## src/include/pas_defs.vh

```
// Functional notes
// Pending pairs are serviced in ascending order, lowest-numbered pair first.
// Each input pair selects its own trigger from sixteen sources.
// Up to four inputs sample together; twelve inputs may request at once. The code holds all twelve together when all six pairs trigger at once.
// Held samples convert two at a time through the input multiplexers.
// Each slot yields two 10-bit results within one microsecond. The code takes 11 cycles (1.1 us) from core_start_ff to result_valid_ff.
// In Sleep no sampling or conversion takes place.
// Each pair's sample-and-hold triggers independently of the others.
// Conversion runs only while the oscillator select field enables the PLL.
// A per-pin select chooses analog input or digital input/output.
// A trigger arriving while busy stays pending until its pair is served.
`ifndef PAS_DEFS_VH
`define PAS_DEFS_VH

`define PAS_NUM_PAIRS     6
`define PAS_NUM_INPUTS    12
`define PAS_MAX_SAMPLE    4
`define PAS_RES_W         10
`define PAS_TRIG_W        4
`define PAS_NUM_TRIG      16
`define PAS_OSC_PLL       2'h1
`define PAS_CLK_MHZ       10
`define PAS_SLOT_NS       1000
`define PAS_SLOT_CYC      ((`PAS_SLOT_NS * `PAS_CLK_MHZ) / 1000)
`define PAS_CNT_W         4

`endif

```

## src/pas_sequencer.v

```verilog
`timescale 1ns/100ps
`default_nettype none
`include "pas_defs.vh"
module pas_sequencer
(
    input  wire                          mclk,
    input  wire                          rst_n,
    input  wire [`PAS_NUM_TRIG-1:0]      trig_src,
    input  wire [23:0]                   pair_trig_sel,
    input  wire [`PAS_NUM_INPUTS-1:0]    pin_analog_select,
    input  wire [1:0]                    oscillator_select_field,
    input  wire                          sleep_mode,
    input  wire                          conv_enable,
    input  wire [`PAS_RES_W-1:0]         core_result_a,
    input  wire [`PAS_RES_W-1:0]         core_result_b,
    output wire [`PAS_NUM_INPUTS-1:0]    pin_digital_en,
    output reg  [`PAS_NUM_INPUTS-1:0]    sample_hold_ff,
    output reg  [3:0]                    mux_sel_a_ff,
    output reg  [3:0]                    mux_sel_b_ff,
    output reg                           core_start_ff,
    output reg  [`PAS_NUM_PAIRS-1:0]     pending_ff,
    output reg  [`PAS_RES_W-1:0]         result_even_ff,
    output reg  [`PAS_RES_W-1:0]         result_odd_ff,
    output reg  [2:0]                    result_pair_ff,
    output reg                           result_valid_ff,
    output wire                          busy
);
    // ------------------------------------------------------------
    // States and slot timing.
    // ------------------------------------------------------------
    localparam [1:0] ST_IDLE = 2'h0;
    localparam [1:0] ST_CONV = 2'h1;
    localparam [1:0] ST_DONE = 2'h2;
    localparam integer          SLOT_LAST_N = `PAS_SLOT_CYC - 1;
    localparam [`PAS_CNT_W-1:0] SLOT_LAST   =
        SLOT_LAST_N[`PAS_CNT_W-1:0];

    reg  [1:0]                state_ff;
    reg  [1:0]                nxt_state;
    reg  [`PAS_CNT_W-1:0]     cnt_ff;
    reg  [2:0]                cur_pair_ff;
    reg  [`PAS_NUM_TRIG-1:0]  trig_prev_ff;
    wire [`PAS_NUM_TRIG-1:0]  trig_sync;
    wire [`PAS_NUM_TRIG-1:0]  trig_rise;
    reg  [`PAS_NUM_PAIRS-1:0] pair_hit;
    reg  [`PAS_NUM_PAIRS-1:0] nxt_pending;
    reg  [2:0]                first_pair;
    reg                       any_pending;
    wire                      run_ok;
    wire                      start_slot;
    wire                      slot_end;
    integer                   i;
    integer                   j;

    // ------------------------------------------------------------
    // Trigger synchronisers.
    // ------------------------------------------------------------
    genvar g;
    generate
        for (g = 0; g < `PAS_NUM_TRIG; g = g + 1)
        begin : g_sync
            pas_sync2 u_sync
            (
                .mclk  (mclk),
                .rst_n (rst_n),
                .din   (trig_src[g]),
                .dout  (trig_sync[g])
            );
        end
    endgenerate

    // ------------------------------------------------------------
    // Trigger edge detection.
    // ------------------------------------------------------------
    always @(posedge mclk)
    begin
        if (!rst_n)
            trig_prev_ff <= {`PAS_NUM_TRIG{1'b0}};
        else
            trig_prev_ff <= trig_sync;
    end

    assign trig_rise = trig_sync & ~trig_prev_ff;

    // ------------------------------------------------------------
    // Run gate and pin mode.
    // ------------------------------------------------------------
    // pin mode select
    assign pin_digital_en = ~pin_analog_select;

    // PLL gate
    // sleep stall
    assign run_ok = conv_enable & ~sleep_mode &
                    (oscillator_select_field == `PAS_OSC_PLL);

    // ------------------------------------------------------------
    // Slot status.
    // ------------------------------------------------------------
    assign busy       = (state_ff != ST_IDLE);
    assign start_slot = (state_ff == ST_IDLE) & any_pending & run_ok;
    assign slot_end   = (cnt_ff == SLOT_LAST);

    // ------------------------------------------------------------
    // Pending requests and priority.
    // ------------------------------------------------------------
    always @*
    begin
        pair_hit    = {`PAS_NUM_PAIRS{1'b0}};
        first_pair  = 3'h0;
        any_pending = 1'b0;
        for (i = 0; i < `PAS_NUM_PAIRS; i = i + 1)
        begin
            // per pair source
            // independent triggers
            pair_hit[i] = trig_rise[pair_trig_sel[i*4 +: 4]] &
                          (pin_analog_select[2*i] |
                           pin_analog_select[2*i+1]);
        end
        // lowest pair first
        for (i = `PAS_NUM_PAIRS - 1; i >= 0; i = i - 1)
        begin
            if (pending_ff[i])
            begin
                first_pair  = i[2:0];
                any_pending = 1'b1;
            end
        end
        // hold while busy
        // twelve outstanding inputs
        nxt_pending = pending_ff | (run_ok ? pair_hit :
                                    {`PAS_NUM_PAIRS{1'b0}});
        if (start_slot)
            nxt_pending[first_pair] = pair_hit[first_pair];
    end

    // ------------------------------------------------------------
    // Slot state machine.
    // ------------------------------------------------------------
    always @*
    begin
        nxt_state = state_ff;
        case (state_ff)
            ST_IDLE:
                if (any_pending && run_ok)
                    nxt_state = ST_CONV;
            ST_CONV:
                if (!run_ok)
                    nxt_state = ST_IDLE;
                else if (slot_end)
                    nxt_state = ST_DONE;
            ST_DONE:
                nxt_state = ST_IDLE;
            default:
                nxt_state = ST_IDLE;
        endcase
    end

    // ------------------------------------------------------------
    // Slot, hold and result registers.
    // ------------------------------------------------------------
    always @(posedge mclk)
    begin
        if (!rst_n)
        begin
            state_ff        <= ST_IDLE;
            cnt_ff          <= {`PAS_CNT_W{1'b0}};
            cur_pair_ff     <= 3'h0;
            pending_ff      <= {`PAS_NUM_PAIRS{1'b0}};
            sample_hold_ff  <= {`PAS_NUM_INPUTS{1'b0}};
            mux_sel_a_ff    <= 4'h0;
            mux_sel_b_ff    <= 4'h0;
            core_start_ff   <= 1'b0;
            result_even_ff  <= {`PAS_RES_W{1'b0}};
            result_odd_ff   <= {`PAS_RES_W{1'b0}};
            result_pair_ff  <= 3'h0;
            result_valid_ff <= 1'b0;
        end
        else
        begin
            state_ff        <= nxt_state;
            pending_ff      <= nxt_pending;
            core_start_ff   <= 1'b0;
            result_valid_ff <= 1'b0;
            case (state_ff)
                ST_IDLE:
                begin
                    cnt_ff <= {`PAS_CNT_W{1'b0}};
                    if (any_pending && run_ok)
                    begin
                        cur_pair_ff   <= first_pair;
                        // two through muxes
                        mux_sel_a_ff  <= {first_pair, 1'b0};
                        mux_sel_b_ff  <= {first_pair, 1'b1};
                        core_start_ff <= 1'b1;
                    end
                end
                ST_CONV:
                    cnt_ff <= cnt_ff + 1'b1;
                ST_DONE:
                begin
                    // two results per slot
                    result_even_ff  <= core_result_a;
                    result_odd_ff   <= core_result_b;
                    result_pair_ff  <= cur_pair_ff;
                    result_valid_ff <= 1'b1;
                    sample_hold_ff[{cur_pair_ff, 1'b0}] <= 1'b0;
                    sample_hold_ff[{cur_pair_ff, 1'b1}] <= 1'b0;
                end
                default:
                    cnt_ff <= {`PAS_CNT_W{1'b0}};
            endcase
            // A new trigger wins over the clear of the finished pair.
            // hold per pair
            for (j = 0; j < `PAS_NUM_PAIRS; j = j + 1)
            begin
                if (run_ok && pair_hit[j])
                begin
                    sample_hold_ff[2*j]   <= 1'b1;
                    sample_hold_ff[2*j+1] <= 1'b1;
                end
            end
            if (!run_ok)
                sample_hold_ff <= {`PAS_NUM_INPUTS{1'b0}};
        end
    end
endmodule
`default_nettype wire

```

## src/pas_sync2.v

```verilog
`timescale 1ns/100ps
`default_nettype none
module pas_sync2
(
    input  wire        mclk,
    input  wire        rst_n,
    input  wire        din,
    output wire        dout
);
    reg                meta_ff;
    reg                sync_ff;

    always @(posedge mclk)
    begin
        if (!rst_n)
        begin
            meta_ff <= 1'b0;
            sync_ff <= 1'b0;
        end
        else
        begin
            meta_ff <= din;
            sync_ff <= meta_ff;
        end
    end

    assign dout = sync_ff;
endmodule
`default_nettype wire

```

## config.mk

```make
export PLATFORM = sky130hd
export DESIGN_NAME = pas_sequencer
export DESIGN_NICKNAME = d
export VERILOG_FILES = /design/src/pas_sequencer.v /design/src/pas_sync2.v
export VERILOG_INCLUDE_DIRS = /design/src /design/src/include
export SDC_FILE = /design/constraint.sdc
export NUM_CORES = 1
export LEC_CHECK = 0
export BUFFER_PORTS_ARGS = -buffer_cell sky130_fd_sc_hd__buf_2
export CAP_MARGIN = 20
export CORE_MARGIN = 8
export CORE_UTILIZATION = 55
export DETAILED_ROUTE_END_ITERATION = 16
export MAX_ROUTING_LAYER = met4
export PLACE_DENSITY = 0.85
export SYNTH_ARGS = -nofsm -noshare
export SYNTH_HDL_FRONTEND = slang
export SYNTH_SLANG_ARGS = --single-unit
```

## constraint.sdc

```tcl
create_clock -name mclk -period 3 [get_ports mclk]
set_input_delay 0.3 -clock mclk [delete_from_list [all_inputs] [get_ports mclk]]
set_output_delay 0.3 -clock mclk [all_outputs]
set_load 0.02 [all_outputs]
```

# Yosys cells after proc, flatten, opt, wreduce, memory -nomap -nowiden

Index checks and enable logic that the tools add are counted.

Register bits: 104
Word-level logic and storage cells: 164
Output and inout bits: 64
Input bits: 78

Add/subtract/negate cells: 1
Equality and inequality tests: 6
Bitwise logic cells: 25
Multiplexer cells: 49
Reduce and logical (&&, ||, !) cells: 22
Magnitude comparators: 12

Operator list:

| kind                  | count |
|---|---|
| $lt A4 B5 Y1 const B  | 8 |
| $and A12 B12 Y12      | 2 |
| $bmux W1 S4           | 6 |
| $not A12 Y12          | 2 |
| $mux W1               | 18 |
| $mux W2               | 9 |
| $mux W3               | 6 |
| $and A16 B16 Y16      | 1 |
| $not A16 Y16          | 1 |
| $reduce_bool A2 Y1    | 7 |
| $mux W12              | 1 |
| $mux W6               | 2 |
| $not A11 Y12          | 1 |
| $and A1 B1 Y1         | 10 |
| $logic_and A1 B1 Y1   | 10 |
| $demux W1 S3          | 3 |
| $ge A4 B1 Y1 const B  | 2 |
| $pmux W4 S2           | 1 |
| $reduce_and A2 Y1     | 4 |
| $bwmux W6             | 1 |
| $or A1 B1 Y1          | 6 |
| $or A6 B6 Y6          | 1 |
| $add A4 B1 Y4 const B | 1 |
| $eq A2 B1 Y1 const B  | 2 |
| 10 further kinds      | 10 |

# Logic depth before layout (Yosys ltp)

Gate-level depths: netlist (run 1).

Word-level depth: 12
Depth in mapped cells: 6
Mapped depth without buffers: 6

# By module

A second synthesis (run 1) with hierarchy kept.

Cell total of the unflattened synthesis: 484
Area total of the unflattened synthesis: 4470.5 µm²

Modules (own cells, without submodules):

| module        | cells an instance | sequential area each (µm²) | area each (µm²) | instances |
|---|---|---|---|---|
| pas_sequencer | 420               | 1381.3                     | 3629.7          | 1 |
| pas_sync2     | 4                 | 40.0                       | 52.6            | 16 |

# Worst setup path after synthesis (run 1)

Ideal clock, no wire load.

Kind: input port to flip-flop
From: input port pair_trig_sel[21]
To: register sample_hold_ff[10]
Setup slack: 1.289 ns
Stages: 6
Data arrival time: 1.579 ns
Cell sequence: buf_2 > mux4_2 > or3b_1 > o311ai_1 > or2_1 > a21oi_1

Cells in the longest elaborated chain, start to end: 5
Elaborated cells on any way between the ends: 6

Ends and longest elaborated chain:

| what                                                 | line                | source |
|---|---|---|
| start, declared                                      | pas_sequencer.v:9   | `input wire [23:0] pair_trig_sel,` |
| $bmux W1 S4 (*)                                      | pas_sequencer.v:115 | `pair_hit[i] = trig_rise[pair_trig_sel[i*4 +: 4]] &` |
| $mux W1 (implied by the code) (*)                    | pas_sequencer.v:115 |  |
| $and A1 B1 Y1 (*)                                    | pas_sequencer.v:115 |  |
| $logic_and A1 B1 Y1 (*)                              | pas_sequencer.v:216 | `if (run_ok && pair_hit[j])` |
| $mux W2 / $reduce_bool A2 Y1 (equally long branches) | --                  |  |
| end signal, assigned                                 | pas_sequencer.v:169 | `` sample_hold_ff <= {`PAS_NUM_INPUTS{1'b0}}; `` |
| end signal, assigned                                 | pas_sequencer.v:223 | `` sample_hold_ff <= {`PAS_NUM_INPUTS{1'b0}}; `` |
| end, declared                                        | pas_sequencer.v:17  | `` output reg [`PAS_NUM_INPUTS-1:0] sample_hold_ff, `` |

Every way passes the cells marked *; elsewhere a longest branch is shown, timed or not. The select of a mux whose other input is x is not followed.
A chain may end at the register's enable or synchronous reset.

# Worst setup path after layout (run 1)

From: register g_sync[12].u_sync.sync_ff
To: register pending_ff[2]

Cells in the longest elaborated chain, start to end: 8
Elaborated cells on any way between the ends: 25

Ends and longest elaborated chain:

| what                                                                 | line                                     | source |
|---|---|---|
| start, declared                                                      | pas_sync2.v:11                           | `reg sync_ff;` |
| start signal, assigned                                               | pas_sync2.v:23                           | `sync_ff <= meta_ff;` |
| $and A16 B16 Y16 (*)                                                 | pas_sequencer.v:83                       | `assign trig_rise = trig_sync & ~trig_prev_ff;` |
| $bmux W1 S4                                                          | pas_sequencer.v:115                      |  |
| $mux W1 (implied by the code)                                        | pas_sequencer.v:115                      |  |
| $and A1 B1 Y1                                                        | pas_sequencer.v:115                      |  |
| $bmux W1 S3 / $mux W6 (equally long branches)                        | pas_sequencer.v:133, pas_sequencer.v:130 |  |
| $mux W1 (implied by the code) / $or A6 B6 Y6 (equally long branches) | pas_sequencer.v:133, pas_sequencer.v:130 |  |
| $bwmux W6                                                            | pas_sequencer.v:133                      | `nxt_pending[first_pair] = pair_hit[first_pair];` |
| $mux W6 (*)                                                          | pas_sequencer.v:132                      | `if (start_slot)` |
| end signal, assigned                                                 | pas_sequencer.v:168                      | `` pending_ff <= {`PAS_NUM_PAIRS{1'b0}}; `` |
| end signal, assigned                                                 | pas_sequencer.v:181                      | `pending_ff <= nxt_pending;` |
| end, declared                                                        | pas_sequencer.v:21                       | `` output reg [`PAS_NUM_PAIRS-1:0] pending_ff, `` |

Marks and branches as above.

==> results of run 1 <==
## per-layer routing
| metal | part of all wire | GRT usage |
|---|---|---|
| met5 | 0 | - |
| met4 | 0.019 | 0.0643 |
| met3 | 0.070 | 0.0460 |
| met2 | 0.50 | 0.330 |
| met1 | 0.41 | 0.229 |
## registers in the layout, summed over array words and instances (netlist names)
name / flops
mux_sel_b_ff: 4
pending_ff: 6
state_ff: 2
trig_prev_ff: 16
cnt_ff: 4
g_sync.u_sync.dout: 16
g_sync.u_sync.meta_ff: 16
result_valid_ff: 1
result_even_ff: 10
sample_hold_ff: 12
core_start_ff: 1
result_pair_ff: 3
result_odd_ff: 10
## stage by stage
stage	util	total power (W)	area, um2	cells
global placement	0.646	0.00165	5200	669
floorplan	-	0.00156	4460	445
finish	0.671	0.00247	5400	685
detailed placement	0.646	0.00166	5200	669
CTS	0.671	0.00249	5400	685
global route	0.671	0.00258	5400	685
## layout make-up
class	instances	area share
flip-flops and latches	101	0.375
repair buffers	142	0.133
clock buffers	11	0.0280
inverters	23	0.0160
well taps	105	0.0243
multi-input cells	298	0.416
clock inverters	5	0.00857
## path summary, 6_finish.rpt
check / end / slack, ns / depth (start not counted)
worst min-delay path: g_sync[8].u_sync.meta_ff$_SDFF_PN0_ / 0.15 / 2
worst min register to register: g_sync[3].u_sync.dout$_SDFF_PN0_ / 0.44 / 1
worst max-delay path: pending_ff[2]$_SDFF_PN0_ / 1.12 / 6
worst max register to register: pending_ff[2]$_SDFF_PN0_ / 1.12 / 6
## report_power, final
part	internal, W	total, W	leakage (nW)	switching [W]
Clock	0.000366	0.000839	0.103	0.000474
Sequential	0.00137	0.00138	0.822	0.0000125
Combinational	0.000126	0.000249	1.48	0.000122
Total	0.00186	0.00247	2.41	0.000609
## cells by family (layout without fill, tap and decap cells)
kind of cell	after synthesis	in the layout	share of synthesized area
multiplexers	31	31	0.140
other	1	1	0.000842
AND/OR/NAND/NOR	191	191	0.242
buffers and inverters	46	181	0.0427
flip-flops	101	101	0.454
AO/OA/AOI/OAI	73	73	0.115
adder cells (fa/ha/maj)	2	2	0.00562
## cells in the mapped netlist, types with 8 or more instances
library cell / count
nand2_1: 63
nor2b_4: 9
a21oi_1: 11
inv_1: 21
o21ai_0: 8
nand2b_1: 9
nor2b_1: 14
nor2_1: 14
and2_1: 53
mux4_2: 21
a21boi_0: 24
dfxtp_1: 101
clkbuf_1: 15
## worst max-delay path, stage by stage, from the launching register on
cell and delay (ns):
dfxtp_1 0.33, nor2b_1 0.20, mux4_2 0.51, mux2i_4 0.20
nor3b_1 0.08, a311o_1 0.32, o311a_1 0.13
==> flow_summary.ini, run 1 <==
[outcome]
status = finished, final reports clean

[critical_path]
crit_path_start = g_sync[12].u_sync.dout$_SDFF_PN0_
worstSetupPathType = flip-flop to flip-flop
crit_path_end_kind = flip-flop
required_ns = 3.24
worstPathMaxFanout = 4
cp-start-kind = flip-flop
cp.arrival_ns = 2.12
r2r_start = g_sync[12].u_sync.dout$_SDFF_PN0_

[final_layout]
seqCellArea_um2 = 2020
fillers = 674
final_common_cell = buf_2
drive_above_1_share = 0.338
final_nets = 655
final_cell_mix = buf_2, dfxtp_1, nand2_1
num_antenna_cells = 0
area_growth_pct = 21.2
multiInputGateArea_um2 = 2250

[grt]
grt_pass1_vias = 3610
grt_pass1_wl_mm = 17.6
overflow = 0
grtUsageTotal = 0.197
antenna_found_initial = 0
grt_max_degree = 54

[clock_network]
cts_setup_buffers = 0
clk_pin_slew_worst_paths_ns = 0.10
hold_buffers = 0
cts_tree = yes
clock_latency_ns = 0.35
cts-resized-gates = 0
cts_root_buf = clkbuf_8
clkSinkCount = 101
clk_path_buf_depth = 2
htree_levels = 3
cts_made_buffers = 9

[placed_design]
gp_congestion = 0.937
hpwl_mm = 8.55
io_buffer_count = 140
dp_slack_ns = 1.12

[synth]
synth-seq-cells = 101
synthesis.nets = 525
yosysSeqAreaShare = 0.454
syn_avg_cell_area_um2 = 10.0
ys_warn_count = 0
synth_edf_count = 0
syn-instance-count = 445
yosysTopAreaCell = dfxtp_1
yosysTopAreaCellShare = 0.454
ys_async_sr_fraction = 0
synth_area_leaders = dfxtp_1, mux4_2, and2_1
synth_cell_types = 53
ys.flop_type = dfxtp_1
synth.cell_area_um2 = 4460

[hold_path]
hp-class = primary input to flip-flop
worstHoldStart = trig_src[8]

[timing]
skew_ns = 0.0124
fin_crit_ns = 1.88
min_period_over_period = 0.627
rsz0062_at_grt = no
setup-tns-final_ns = 0
hold_slack_ns = 0.145
max-slew-margin-rel = 0.320
clock.fmax_mhz = 532
tightestPinTransition_ns = 1.02
setup_viol = 0
slew_viol_final = 0
setup_slack_ns = 1.12
hold_violations = 0

[floorplanning]
core_area_um2 = 8050
die-width_um = 106
die_h_um = 106
rows = 33
dieArea_um2 = 11200
pin_count = 142
initial_core_util = 0.553

[flow_run]
cap_viol_max_count = 0

[power_and_ir_drop]
p_leak_nw = 2.41
power.density_nw_per_um2 = 457
ir_worst_vdd_mv = 0.340

[drt]
vias = 3648
via_per_inst = 5.33
route.detailed.drc = 0
drtPass1Iterations = 4
wire_per_inst_um = 16.0
drtIter0Drc = 189
ant_nets = 0
finalWirelength_mm = 11.0
No activity file was read; power rests on OpenSTA's default activity.
==> inputs of run 2 (changes only) <==
- ABC_AREA: not set -> 1
- CORE_UTILIZATION: 55 -> 52
- PLACE_DENSITY: 0.85 -> 0.8
- clock period: 3 -> 1.8 ns (I/O delays scaled with it)
==> run 2 against run 1 <==
Against the previous run: synthesized area increased by 8.0%; sequential share of layout area decreased by 3.3 points; global-route usage increased by 3.1 points; non-clock buffer count increased by 16; critical path type unchanged; critical endpoint is now pending_ff[5]$_SDFF_PN0_; largest power group unchanged.
==> flow_summary.ini, run 2 <==
[clock_network]
clock_latency_ns = 0.37
cts_made_buffers = 9
htree_levels = 3
cts_tree = yes
cts_setup_buffers = 0
cts_root_buf = clkbuf_8
clk_path_buf_depth = 2
clkSinkCount = 101
clk_pin_slew_worst_paths_ns = 0.11

[synth]
ys.flop_type = dfxtp_1
synth_area_leaders = dfxtp_1, nand2_1, inv_1
ys_async_sr_fraction = 0
synth-seq-cells = 101
yosys-top-cells-count = nand2_1, inv_1, dfxtp_1, nand3_1, nor2_1
syn-instance-count = 716
synth_cell_types = 34
ys_warn_count = 0
yosysTopAreaCell = dfxtp_1
synthesis.nets = 796
yosysTopAreaCellShare = 0.420
syn_avg_cell_area_um2 = 6.72
synth.most_common_cell = nand2_1
synth_edf_count = 0
yosysSeqAreaShare = 0.420
synth.cell_area_um2 = 4810

[power_and_ir_drop]
internal-power_w = 0.00332
ir_worst_vdd_mv = 0.681
seq_power_share = 0.504
pwr-share-clk = 0.367
combPwrFrac = 0.128
switchingPower_w = 0.00125
swShare = 0.274
power.density_nw_per_um2 = 772
p_leak_nw = 3.34

[critical_path]
cp_num_buf_inv = 2
r2r_slack_ns = 0.18
r2r-end = pending_ff[5]$_SDFF_PN0_
reg2regPathDepth = 13
cp.arrival_ns = 1.89
path_delay_family = simple AND/OR/NAND/NOR gates
worstSetupPathType = flip-flop to flip-flop
required_ns = 2.07
slowest_stage = dfxtp_1
cp-start-kind = flip-flop
r2r_start = trig_prev_ff[7]$_SDFF_PN0_
path_cells = inv_1 > nand2_1 > inv_1 > nand2_1 > nand3_1 > nand3_1 > nand3b_2 > nand3_2 > nand2_1 > nand3_2 > nand3_2 > nor2_1 > nor2_1
worstPathMaxFanout = 5
max_stage_delay_ns = 0.32
crit_path_end_kind = flip-flop

[grt]
grt_pass1_wl_mm = 23.1
overflow = 0
grt_pass1_vias = 4739
antenna_found_initial = 0
grt_max_degree = 59
grtUsageTotal = 0.229

[timing]
rsz0062_at_grt = no
hold_violations = 0
fin_crit_ns = 1.62
setup_slack_ns = 0.182
skew_ns = 0.0164
min_period_over_period = 0.899
clock.fmax_mhz = 618
setup_viol = 0
slew_viol_final = 0
setup-tns-final_ns = 0

[hold_path]
holdPathEnd = result_even_ff[6]$_SDFFE_PN0P_
hp-class = primary input to flip-flop
worstHoldStart = core_result_a[6]
min_path_cells = 3

[drt]
finalWirelength_mm = 14.0
vias = 4913
ant_nets = 0
route.detailed.drc = 0
drtPass1Iterations = 5
via_per_inst = 5.04
drtIter0Drc = 428
wire_per_inst_um = 14.3

[final_layout]
final_common_cell = nand2_1
final_cell_mix = nand2_1, buf_2, inv_1
seqCellArea_um2 = 2020
area_growth_pct = 23.1
multiInputGateArea_um2 = 2140
final_cells = 975
final_nets = 939
drive_above_1_share = 0.234
num_antenna_cells = 0
finish.utilization = 0.650
fillers = 867

[floorplanning]
die_h_um = 112
dieArea_um2 = 12600
rows = 35
core_area_um2 = 9110
die-width_um = 112
initial_core_util = 0.528
pin_count = 142

[placed_design]
io_buffer_count = 140
hpwl_mm = 10.6
gp_congestion = 0.947
dp_slack_ns = 0.147
placedCellCount = 946

[flow_run]
cap_viol_max_count = 0

[outcome]
status = finished, final reports clean
-- run 2: timing repair --
action | 4_1_cts | 5_1_grt
hold buffers | 13 | 0
hold endpoints to repair | 13 | 0
gates resized for setup | 0 | 2
setup endpoints to repair | 0 | 5
-- run 2: cell type report --
| type | instances | share of cell area |
|---|---|---|
| Timing Repair Buffer | 158 | 0.149 |
| Tap cell | 111 | 0.0234 |
| Clock buffer | 9 | 0.0209 |
| Inverter | 128 | 0.0849 |
| Clock inverter | 7 | 0.0190 |
| Multi-Input combinational cell | 461 | 0.362 |
| Sequential cell | 101 | 0.341 |
-- run 2: cell families (layout without fill, tap and decap cells) --
kind of cell	count (synthesis)	count (layout)	synth area share
AOI/OAI and AO/OA	58	58	0.0658
xor gates and xnor gates	1	1	0.00182
adders and majority gates	2	2	0.00520
buffers and inverters	154	302	0.135
DFF	101	101	0.420
other	1	1	0.000779
and+or+nand+nor	399	399	0.371
-- run 2: per-stage QoR --
stage | power, W | area, um2 | hold WS (ns)
2_1_floorplan | 0.00271 | 4810 | 0.278
4_1_cts | 0.00460 | 5920 | 0.00284
3_3_place_gp | 0.00291 | 5550 | 0.360
6_report | 0.00457 | 5920 | 0.0234
5_1_grt | 0.00477 | 5920 | 0.0190
3_5_place_dp | 0.00292 | 5550 | 0.367
-- run 2: worst register-to-register path, stage by stage (launching register included) --
cell	delay [ns]
dfxtp_1	0.32
inv_1	0.03
nand2_1	0.19
inv_1	0.09
nand2_1	0.07
nand3_1	0.08
nand3_1	0.09
nand3b_2	0.08
nand3_2	0.11
nand2_1	0.08
nand3_2	0.09
nand3_2	0.12
nor2_1	0.13
nor2_1	0.05
-- run 2: how the worst max path moves through the flow --
| stage | start | endpoint | slack (ns) | cells past startpoint |
|---|---|---|---|---|
| 6_report | trig_prev_ff[7]$_SDFF_PN0_ | pending_ff[5]$_SDFF_PN0_ | 0.18 | 13 |
| 5_1_grt | trig_prev_ff[0]$_SDFF_PN0_ | pending_ff[5]$_SDFF_PN0_ | 0.01 | 13 |
| 4_1_cts | trig_prev_ff[11]$_SDFF_PN0_ | pending_ff[5]$_SDFF_PN0_ | 0.15 | 13 |
| 3_5_place_dp | trig_prev_ff[11]$_SDFF_PN0_ | pending_ff[5]$_SDFF_PN0_ | 0.15 | 13 |
| 3_3_place_gp | trig_prev_ff[11]$_SDFF_PN0_ | pending_ff[0]$_SDFF_PN0_ | 0.17 | 13 |
| 2_1_floorplan | pending_ff[5]$_SDFF_PN0_ | pending_ff[0]$_SDFF_PN0_ | 0.34 | 11 |
-- run 2: routing by layer --
metal  vias to the layer above  track usage  wire [um]
met3                        21       0.0365        828
met4                         0       0.0836        242
met2                       185        0.365       6540
met5                         -            -          0
li1                       2483            -          -
met1                      2224        0.286       6370
-- run 2: power by group through the flow --
stage / clock network (W) / logic (W) / registers [W]
floorplan: 0 / 0.000355 / 0.00236
finish: 0.00168 / 0.000587 / 0.00231
global placement: 0 / 0.000554 / 0.00236
CTS: 0.00171 / 0.000583 / 0.00231
detailed placement: 0 / 0.000558 / 0.00236
global route: 0.00179 / 0.000658 / 0.00231
